`src/include/nsl_led_map.vh`:
```
// constants for the network status indicator driver
`ifndef NSL_LED_MAP_VH
`define NSL_LED_MAP_VH
`define NSL_REF_CLK_HZ 25000000
`define NSL_ACT_BLINK_HZ 10
`define NSL_COL_BLINK_HZ 20
`define NSL_MODE_FIRST 1'h0
`define NSL_MODE_SECOND 1'h1
`define NSL_LED_OFF 1'h0
`define NSL_LED_ON 1'h1
`define NSL_BLINK_CHANNELS 2
`define NSL_BLINK_ACT 0
`define NSL_BLINK_COL 1
`define NSL_SYNC_DEPTH 3
`endif

```
`src/logic/nsl_led_driver.v`:
```
// network status indicator driver with two display modes
`timescale 1ns/10ps
`default_nettype none
`include "nsl_led_map.vh"
module nsl_led_driver #(
  parameter integer CLK_HZ = `NSL_REF_CLK_HZ
) (
  input wire phy_ref_clock_in,
  input wire rst_n,
  input wire display_mode,
  input wire link_good,
  input wire speed_100,
  input wire full_duplex,
  input wire activity,
  input wire collision,
  input wire aux_power_sense,
  input wire main_power_sense,
  output reg link_activity_indicator,
  output reg line_rate_indicator,
  output reg duplex_collision_indicator,
  output reg aux_power_present,
  output reg host_power_present
);
  // width large enough to hold a count
  function integer nsl_bits;
    input integer value;
    integer rest;
    begin
      nsl_bits = 1;
      rest = value;
      while (rest > 1) begin
        nsl_bits = nsl_bits + 1;
        rest = rest >> 1;
      end
    end
  endfunction

  // half period counts for each blink rate
  localparam integer ACT_HALF = CLK_HZ / (2 * `NSL_ACT_BLINK_HZ);
  localparam integer COL_HALF = CLK_HZ / (2 * `NSL_COL_BLINK_HZ);
  localparam integer MAX_HALF = (ACT_HALF > COL_HALF) ? ACT_HALF : COL_HALF;
  // counter sized from the clock rate, not fixed
  localparam integer CW = nsl_bits(MAX_HALF);
  localparam integer N_BLINK = `NSL_BLINK_CHANNELS;
  localparam integer SD = `NSL_SYNC_DEPTH;
  // counter step at counter width
  localparam [CW-1:0] ONE = {{(CW-1){1'h0}}, 1'h1};

  // mode decode shared by all three lamps
  function first_mode;
    input mode;
    begin
      first_mode = (mode == `NSL_MODE_FIRST);
    end
  endfunction

  // last two stages agree, so the level is settled
  function settled;
    input [SD-1:0] chain;
    begin
      settled = (chain[SD-2] == chain[SD-1]);
    end
  endfunction

  // phase of each blink channel, activity first
  wire [N_BLINK-1:0] blink_phase;
  wire act_phase;
  wire col_phase;

  reg [SD-1:0] aux_sync_ff;
  reg [SD-1:0] main_sync_ff;
  // next lamp values
  reg nxt_lk;
  reg nxt_rate;
  reg nxt_dc;
  genvar gi;

  // free running blink phase generators, both start dark
  generate
    for (gi = 0; gi < N_BLINK; gi = gi + 1) begin : g_blink
      // each channel picks its own half period
      localparam integer HALF = (gi == `NSL_BLINK_ACT) ? ACT_HALF : COL_HALF;
      localparam integer LAST_I = HALF - 1;
      localparam [CW-1:0] LAST = LAST_I[CW-1:0];
      reg [CW-1:0] cnt_ff;
      reg phase_ff;

      // counters run whatever the inputs show, so each blink channel keeps its own steady rhythm
      always @(posedge phy_ref_clock_in or negedge rst_n) begin
        if (!rst_n) begin
          cnt_ff <= {CW{1'h0}};
          phase_ff <= `NSL_LED_OFF;
        end else if (cnt_ff == LAST) begin
          // wrap at the last count of the half period
          cnt_ff <= {CW{1'h0}};
          phase_ff <= ~phase_ff;
        end else begin
          cnt_ff <= cnt_ff + ONE;
        end
      end

      assign blink_phase[gi] = phase_ff;
    end
  endgenerate

  assign act_phase = blink_phase[`NSL_BLINK_ACT];
  assign col_phase = blink_phase[`NSL_BLINK_COL];

  // activity blink wins over the steady link lamp
  always @* begin
    if (activity) begin
      nxt_lk = act_phase;
    end else if (first_mode(display_mode) && link_good) begin
      nxt_lk = `NSL_LED_ON;
    end else begin
      // second mode: this lamp shows traffic only
      nxt_lk = `NSL_LED_OFF;
    end
  end

  // speed lamp ignores link in the first mode
  always @* begin
    if (first_mode(display_mode)) begin
      nxt_rate = speed_100;
    end else begin
      nxt_rate = link_good & speed_100;
    end
  end

  // second mode reuses this lamp for a slow link
  always @* begin
    if (first_mode(display_mode)) begin
      if (full_duplex) begin
        nxt_dc = `NSL_LED_ON;
      end else if (collision) begin
        nxt_dc = col_phase;
      end else begin
        nxt_dc = `NSL_LED_OFF;
      end
    end else begin
      nxt_dc = link_good & ~speed_100;
    end
  end

  // every lamp leaves a flip-flop, so no glitch reaches a pin
  always @(posedge phy_ref_clock_in or negedge rst_n) begin
    if (!rst_n) begin
      link_activity_indicator <= `NSL_LED_OFF;
    end else begin
      link_activity_indicator <= nxt_lk;
    end
  end

  always @(posedge phy_ref_clock_in or negedge rst_n) begin
    if (!rst_n) begin
      line_rate_indicator <= `NSL_LED_OFF;
    end else begin
      line_rate_indicator <= nxt_rate;
    end
  end

  always @(posedge phy_ref_clock_in or negedge rst_n) begin
    if (!rst_n) begin
      duplex_collision_indicator <= `NSL_LED_OFF;
    end else begin
      duplex_collision_indicator <= nxt_dc;
    end
  end

  // three stage synchronisers on the power sense pins
  // the first stage may go metastable; only the shift reads it
  always @(posedge phy_ref_clock_in or negedge rst_n) begin
    if (!rst_n) begin
      aux_sync_ff <= {SD{1'h0}};
    end else begin
      aux_sync_ff <= {aux_sync_ff[SD-2:0], aux_power_sense};
    end
  end

  always @(posedge phy_ref_clock_in or negedge rst_n) begin
    if (!rst_n) begin
      main_sync_ff <= {SD{1'h0}};
    end else begin
      main_sync_ff <= {main_sync_ff[SD-2:0], main_power_sense};
    end
  end

  // a sense level counts once the last two stages agree
  always @(posedge phy_ref_clock_in or negedge rst_n) begin
    if (!rst_n) begin
      aux_power_present <= 1'h0;
    end else if (settled(aux_sync_ff)) begin
      aux_power_present <= aux_sync_ff[SD-1];
    end
  end

  // host bus power sense, same treatment
  always @(posedge phy_ref_clock_in or negedge rst_n) begin
    if (!rst_n) begin
      host_power_present <= 1'h0;
    end else if (settled(main_sync_ff)) begin
      host_power_present <= main_sync_ff[SD-1];
    end
  end
endmodule // nsl_led_driver
`default_nettype wire

```
`config.mk`:
```
export PLATFORM = sky130hd
export DESIGN_NAME = nsl_led_driver
export DESIGN_NICKNAME = d
export VERILOG_FILES = /design/src/logic/nsl_led_driver.v
export VERILOG_INCLUDE_DIRS = /design/src /design/src/include
export SDC_FILE = /design/constraint.sdc
export NUM_CORES = 1
export LEC_CHECK = 0
export ABC_AREA = 0
export CAP_MARGIN = 5
export CORE_MARGIN = 5
export CORE_UTILIZATION = 39
export CTS_BUF_LIST = sky130_fd_sc_hd__clkbuf_4
export CTS_CLUSTER_DIAMETER = 120
export DETAILED_ROUTE_END_ITERATION = 8
export DONT_BUFFER_PORTS = 1
export GPL_TIMING_DRIVEN = 0
export PLACE_DENSITY = 0.53
export REMOVE_ABC_BUFFERS = 1
export SLEW_MARGIN = 0
export SYNTH_ARGS = -nofsm -noshare
export SYNTH_HDL_FRONTEND = slang
export SYNTH_SLANG_ARGS = --single-unit
export TNS_END_PERCENT = 100
```
`constraint.sdc`:
```
create_clock -name phy_ref_clock_in -period 2 [get_ports phy_ref_clock_in]
set_clock_uncertainty 0.05 [all_clocks]
set_input_delay 0.3 -clock phy_ref_clock_in [delete_from_list [all_inputs] [get_ports phy_ref_clock_in]]
set_output_delay 0.3 -clock phy_ref_clock_in [all_outputs]
set_load 0.005 [all_outputs]
```
==> key figures, run 1 <==
Worst setup path
  – Crit path kind: flop to flop
  – Crit. End Element: flop
  – Crit path DAT: 2.03 ns
  – CP required: 2.19 ns
  – Startpoint Class: flop
  – Worst Path Max Fanout: 4

Timing
  – Setup-failing EPs final: 0
  – Final period utilization: 0.919
  – Least-Margin Pin Slew: 0.411 ns
  – RSZ-0062 raised after global routing: false
  – Setup WS post-layout: 0.162 ns
  – Final min period: 1.84 ns
  – F_max: 544 MHz
  – Fin. Hold Viols: 0
  – Slew Limit Headroom: 0.724
  – Final setup TNS: 0 ns
  – Pins over their slew limit: 0

Synth
  – Biggest area consumer among synthesized cells: dfrtp_1
  – Post-synth ARST share: 1.00
  – Synth Register Bits: 55
  – Most frequently used flop master after synthesis: dfrtp_1
  – Post-Synth Simple-Gate Area: 0.244
  – Post-synth EDFFs: 0
  – Library cells used by synthesis: 42
  – Syn Area/Cell: 11.7 sq um
  – Register area share after synthesis: 0.555
  – Synth Area in Adders: 0.0182
  – Post-synth top area share: 0.555
  – Mapped Cells: 212
  – Yosys warnings: 0
  – Post-synthesis xor/xnor area fraction: 0.127
  – Main combinational cell family by area after synthesis: simple AND/OR/NAND/NOR gates
  – Cell Area, Synth: 2480 sq um
  – Synth Area in Compound Gates: 0.0348
  – Post-synthesis mux area share: 0.00404
  – Synth area leaders: dfrtp_1 56%, xor2_1 6.7%, xnor2_1 5.3%

Detailed routing
  – DRC: 0
  – Remaining antenna violation count: 0
  – WL/cell: 13.7 microns
  – Total number of vias: 1,575
  – Iteration-0 DRC Markers: 65
  – Drt total wl: 4.20 mm
  – DRT Pass-1 Iters: 4
  – Via/cell ratio: 5.13

Power
  – Comb power frac: 0.028
  – Leakage Power: 0.00123 uW
  – Peak supply drop: 0.235 mV
  – Clock Power Share: 0.296
  – Net Sw Frac: 0.227
  – P_int: 1300 uW
  – Seq pwr share: 0.675
  – Net Switching: 380 uW
  – Cell area power density: 608 nW/um^2

Floorplanning
  – DIE HEIGHT: 89.7 microns
  – Num rows: 29
  – IO Count: 15
  – Die ar.: 8050 sq um
  – Width of the die: 89.7 microns
  – Core area: 6280 sq um
  – Starting density of the core: 0.395

Cells and area
  – Total Nets Final: 241
  – Fillcell total: 594
  – Area Overhead vs Synth: 11.3%
  – Layout cells sized above 1: 0.113
  – Multi-input logic area: 1070 sq um
  – Register area: 1380 sq um
  – ANT cells: 0

GRT
  – Total GRT Usage: 0.115
  – First-pass GRT wire length: 7.68 mm
  – Overflow after GRT: 0
  – Antenna violations before repair: 0
  – Number of global-route vias before repair: 1,584
  – Largest net degree at the start of global routing: 56

Hold path
  – Worst hold path class: input pin to flop

Status
  – Status: completed

CTS
  – Sink Count: 55
  – Worst-path clk slew: 0.14 ns
  – Largest buffer count on any clock path: 2
  – Root Buffer: clkbuf_4
  – CTS Buf Count: 5
  – CTS tree: built
  – Worst-skew pair later-pin latency: 0.38 ns
  – H-tree depth: 2

Job
  – Maxcap violations: 0

Placement
  – Setup WS pre-CTS: -0.453 ns
  – Hpwl dp: 2.71 mm
  – Port-buffer cells: 0
  – Final GP Congestion: 0.720
power by group through the flow:
stage | Clock, uW | Sequential, uW | Combinational [uW]
after global routing | 577 | 1140 | 55.3
after CTS | 527 | 1130 | 49.6
final | 497 | 1130 | 47.6
after floorplan | 0 | 1150 | 6.58
after detailed placement | 0 | 1150 | 7.49
after global placement | 0 | 1150 | 7.23
placed cells by master, fill, tap and decap left out, types with 2 or more instances in the layout:
cell type | synthesis | routed
ha_1 | 2 | 2
dfrtp_1 | 55 | 55
nor4_4 | 3 | 4
nor2b_1 | 2 | 2
dlygate4sd3_1 | 0 | 8
buf_4 | 2 | 4
inv_1 | 6 | 6
nor3_1 | 7 | 7
a31oi_1 | 3 | 3
nand4_1 | 11 | 11
maj3_1 | 2 | 2
nand3_1 | 11 | 11
clkbuf_4 | 0 | 6
nand2b_1 | 2 | 2
nand2_1 | 13 | 13
and3_1 | 4 | 4
nor2_1 | 23 | 23
xor2_1 | 19 | 19
and4_1 | 4 | 4
nor4_1 | 2 | 2
xnor2_1 | 15 | 15
a21oi_1 | 3 | 3
Yosys cell counts (2+ instances only):
cell	count
buf_4	2
nor2b_1	2
xor2_1	19
xnor2_1	15
nor4_2	2
nand2b_1	2
nand4_1	11
maj3_1	2
ha_1	2
a31oi_1	3
nor2_1	23
nor4_1	2
nand3_1	11
nand2_1	13
a21oi_1	3
nor3_1	7
and4_1	4
and3_1	4
inv_1	6
dfrtp_1	55
nor4_4	3
cells by family after synthesis:
| kind of cell | count (synthesis) |
|---|---|
| AOI/OAI and AO/OA | 12 |
| xor gates and xnor gates | 35 |
| adders and majority gates | 4 |
| buffers and inverters | 9 |
| DFF | 55 |
| muxes | 1 |
| and+or+nand+nor | 96 |
registers in the layout (all words and copies together), names as in the netlist:
signal                      flops
g_blink.cnt_ff                 42
aux_sync_ff                     3
main_sync_ff                    3
act_phase                       1
aux_power_present               1
col_phase                       1
duplex_collision_indicator      1
host_power_present              1
line_rate_indicator             1
link_activity_indicator         1
worst paths after layout:
kind	start	to	slack (ns)	cells past startpoint
setup / recovery	g_blink[0].cnt_ff[0]	g_blink[0].cnt_ff[17]	0.16	6
hold / removal	full_duplex	duplex_collision_indicator	0.05	2
setup reg to reg	g_blink[0].cnt_ff[0]	g_blink[0].cnt_ff[17]	0.16	6
hold reg to reg	main_sync_ff[0]	main_sync_ff[1]	0.32	0
max in group asynchronous	rst_n	g_blink[0].cnt_ff[7]	1.28	2
min in group asynchronous	rst_n	main_sync_ff[0]	0.35	2
repair_timing:
item / CTS / global route
endpoints found under the hold margin: 60 / 0
hold buffers: 9 / 0
setup buffers: 4 / 0
pin swaps: 2 / 1
endpoints found under the setup margin: 13 / 1
gates resized for setup: 1 / 0
metal layers:
| metal | global-route usage | vias up | part of all wire |
|---|---|---|---|
| li1 | - | 781 | - |
| met1 | 0.165 | 768 | 0.51 |
| met5 | 0 | - | 0 |
| met4 | 0.0416 | 0 | 0.016 |
| met3 | 0.0384 | 5 | 0.045 |
| met2 | 0.162 | 21 | 0.43 |
cell type report:
type | instances | area share
Sequential cell | 55 | 0.499
Multi-Input combinational cell | 148 | 0.387
Timing Repair Buffer | 13 | 0.0499
Tap cell | 77 | 0.0349
Clock buffer | 6 | 0.0163
Inverter | 6 | 0.00816
Clock inverter | 2 | 0.00454
stage by stage:
step            util  hold slack (ns)  power (uW)  cell area (sq um)  instances
4_1_cts        0.440           0.0192        1710               2760        307
5_1_grt        0.440           0.0585        1770               2760        307
6_report       0.440           0.0464        1680               2760        307
3_3_place_gp   0.407          -0.0437        1160               2550        286
3_5_place_dp   0.407          -0.0437        1160               2550        286
2_1_floorplan      -          -0.0456        1160               2460        209
critical path: stages, from the launching register on:
cell	delay, ns
dfrtp_1	0.44
ha_1	0.25
and3_1	0.25
nand4_1	0.15
nor4_4	0.05
buf_4	0.15
a2111oi_0	0.38
Power figures use the tool's default switching activity.
==> run 2, diff against run 1 <==
==> constraint.sdc (replaced) <==
create_clock -name phy_ref_clock_in -period 1.85 [get_ports phy_ref_clock_in]
set_clock_uncertainty 0.05 [all_clocks]
set_input_delay 0.2775 -clock phy_ref_clock_in [delete_from_list [all_inputs] [get_ports phy_ref_clock_in]]
set_output_delay 0.2775 -clock phy_ref_clock_in [all_outputs]
set_load 0.005 [all_outputs]
==> run 2 against run 1 <==
Compared with the run above: die area unchanged; maximum frequency up 4.9%; count of clock-buffer cells in the layout unchanged; design area up 3.3%; sequential share of layout area down 1.6 points; via count up 2.3%.
==> key figures, run 2 (same netlist as run 1, synthesis figures left out) <==
Worst setup path
  – Crit path kind: flop to flop
  – Startpoint Class: flop
  – Critical Path Max Stage Delay: 0.43 ns (about the same)
  – CP required: 2.07 ns (-0.12 ns)
  – Crit path DAT: 1.97 ns (-0.06 ns)
  – Worst Path Max Fanout: 4 (unchanged)
  – Crit. End Element: flop
  – Cell Chain, Critical Path: ha_1 > and3_2 > nand4_1 > nor4_4 > buf_4 > a2111oi_2
  – Slowest cell on the critical path: dfrtp_1

Timing
  – RSZ-0062 raised after global routing: false
  – Setup-failing EPs final: 0 (unchanged)
  – Hold slack: 0.0272 ns (-0.0192 ns)
  – Final period utilization: 0.947 (+0.0279)
  – Setup WS post-layout: 0.0986 ns (-0.0637 ns)
  – Final min period: 1.75 ns (-0.0863 ns)
  – Final setup TNS: 0 ns (unchanged)
  – Fin. Hold Viols: 0 (unchanged)
  – F_max: 571 MHz (+4.9%)
  – Slew Limit Headroom: 0.722 (-0.00117)
  – Pins over their slew limit: 0 (unchanged)
  – Least-Margin Pin Slew: 0.413 ns (+0.00174 ns)

Power
  – Leakage Power: 0.00127 uW (+3.2%)
  – Cell area power density: 636 nW/um^2 (+4.5%)
  – Peak supply drop: 0.254 mV (+7.7%)

Floorplanning
  – Core area: 6280 sq um (unchanged)
  – Num rows: 29 (unchanged)
  – Width of the die: 89.7 microns (unchanged)
  – IO Count: 15 (unchanged)
  – Die ar.: 8050 sq um (unchanged)
  – Starting density of the core: 0.395 (unchanged)
  – DIE HEIGHT: 89.7 microns (unchanged)

Cells and area
  – Total Nets Final: 249 (+3.3%)
  – Biggest register: g_blink.cnt_ff
  – Area Overhead vs Synth: 15.0%
  – Max FFs per register: 42 (unchanged)
  – Largest regs: g_blink.cnt_ff x42, aux_sync_ff x3, main_sync_ff x3
  – Most frequent cells in the layout: 54 x dfrtp_1, 23 x nor2_1, 19 x xor2_1, 15 x xnor2_1, 13 x nand2_1
  – Post-route design area: 2850 sq um (+3.3%)
  – Post-Layout Cell Count: 315 (+2.6%)
  – ANT cells: 0 (unchanged)
  – Most common cell after layout, fill and taps aside: dfrtp_1
  – Layout cells sized above 1: 0.160 (+0.0466)

Detailed routing
  – DRC: 0 (unchanged)
  – Total number of vias: 1,611 (+2.3%)
  – DRT Pass-1 Iters: 4 (unchanged)
  – Via/cell ratio: 5.11 (-0.31%)
  – Iteration-0 DRC Markers: 100 (+54%)
  – Remaining antenna violation count: 0 (unchanged)
  – WL/cell: 13.7 microns (about the same)
  – Drt total wl: 4.31 mm (+2.7%)

GRT
  – First-pass GRT wire length: 7.65 mm (-0.44%)
  – Overflow after GRT: 0 (unchanged)
  – Largest net degree at the start of global routing: 56 (unchanged)
  – Total GRT Usage: 0.115 (-0.000530)
  – Antenna violations before repair: 0 (unchanged)
  – Number of global-route vias before repair: 1,568 (-1.0%)

Placement
  – Port-buffer cells: 0 (unchanged)
  – Dpl cells: 286 (unchanged)
  – Placed Area: 2550 sq um (unchanged)
  – Final GP Congestion: 0.720 (unchanged)
  – Setup WS pre-CTS: -0.603 ns (-0.150 ns)
  – Hpwl dp: 2.71 mm (unchanged)

CTS
  – Largest buffer count on any clock path: 2 (unchanged)
  – Root Buffer: clkbuf_4
  – Worst-skew pair later-pin latency: 0.38 ns (about the same)
  – Sink Count: 55 (unchanged)
  – CTS Buf Count: 5 (unchanged)
  – CTS tree: built
  – Worst-path clk slew: 0.14 ns (about the same)
  – H-tree depth: 2 (unchanged)

Hold path
  – Worst hold path class: input pin to flop

Status
  – Status: completed

Job
  – Maxcap violations: 0 (unchanged)
[run 2: cell types whose count changed in the layout (fill, tap and decap cells not counted), sizes merged]
| cell | delta |
|---|---|
| dlygate4sd3 | +1 |
| buf | +7 |
[run 2: final cells by class]
class,count,area (sq um)
tap,77,96.3
clock buffer,6,45.0
clock inverter,2,12.5
inverter,6,22.5
timing repair buffer,21,204
sequential,55,1380
multi-input combinational,148,1090
fill,580,3430
[run 2: layer usage]
layer  up-vias  share of wire  global-route usage
met5         -              0                   0
met4         0          0.015              0.0416
met3         5          0.048              0.0384
met2        27           0.43               0.159
met1       781           0.51               0.166
li1        798              -                   -
[run 2: power by group]
group | internal [uW] | switching [uW] | leakage, uW
logic | 23.5 | 29.2 | 0.000521
registers | 1220 | 7.54 | 0.000717
clock network | 163 | 371 | 0.0000333
[run 2: path summary, 6_finish.rpt]
path	slack, ns	to	depth (start not counted)	start
setup / recovery	0.1	g_blink[0].cnt_ff[17]	6	g_blink[0].cnt_ff[0]
hold / removal	0.03	duplex_collision_indicator	2	full_duplex
setup reg to reg	0.1	g_blink[0].cnt_ff[17]	6	g_blink[0].cnt_ff[0]
hold reg to reg	0.32	main_sync_ff[1]	0	main_sync_ff[0]
max in group asynchronous	1.15	g_blink[0].cnt_ff[8]	2	rst_n
min in group asynchronous	0.34	main_sync_ff[1]	2	rst_n
[run 2: timing repair]
item / 4_1_cts / 5_1_grt
gates cloned: 0 / 1
hold endpoints to repair: 60 / 0
setup endpoints to repair: 24 / 12
hold buffers: 10 / 0
buffers inserted: 4 / 6
pin swaps: 3 / 4
resized for setup: 2 / 8
[run 2: metrics by stage]
stage,util,total power [uW]
global route,0.454,1910
CTS,0.441,1850
floorplan,-,1250
detailed placement,0.407,1260
global placement,0.407,1260
finish,0.454,1810
[run 2: worst max-delay path: cells and delay by family (launching register included)]
family                     cells  cell delay [ns]
and+or+nand+nor                3             0.45
DFF                            1             0.43
AOI/OAI and AO/OA              1             0.32
adders and majority gates      1             0.25
buffers and inverters          1             0.15
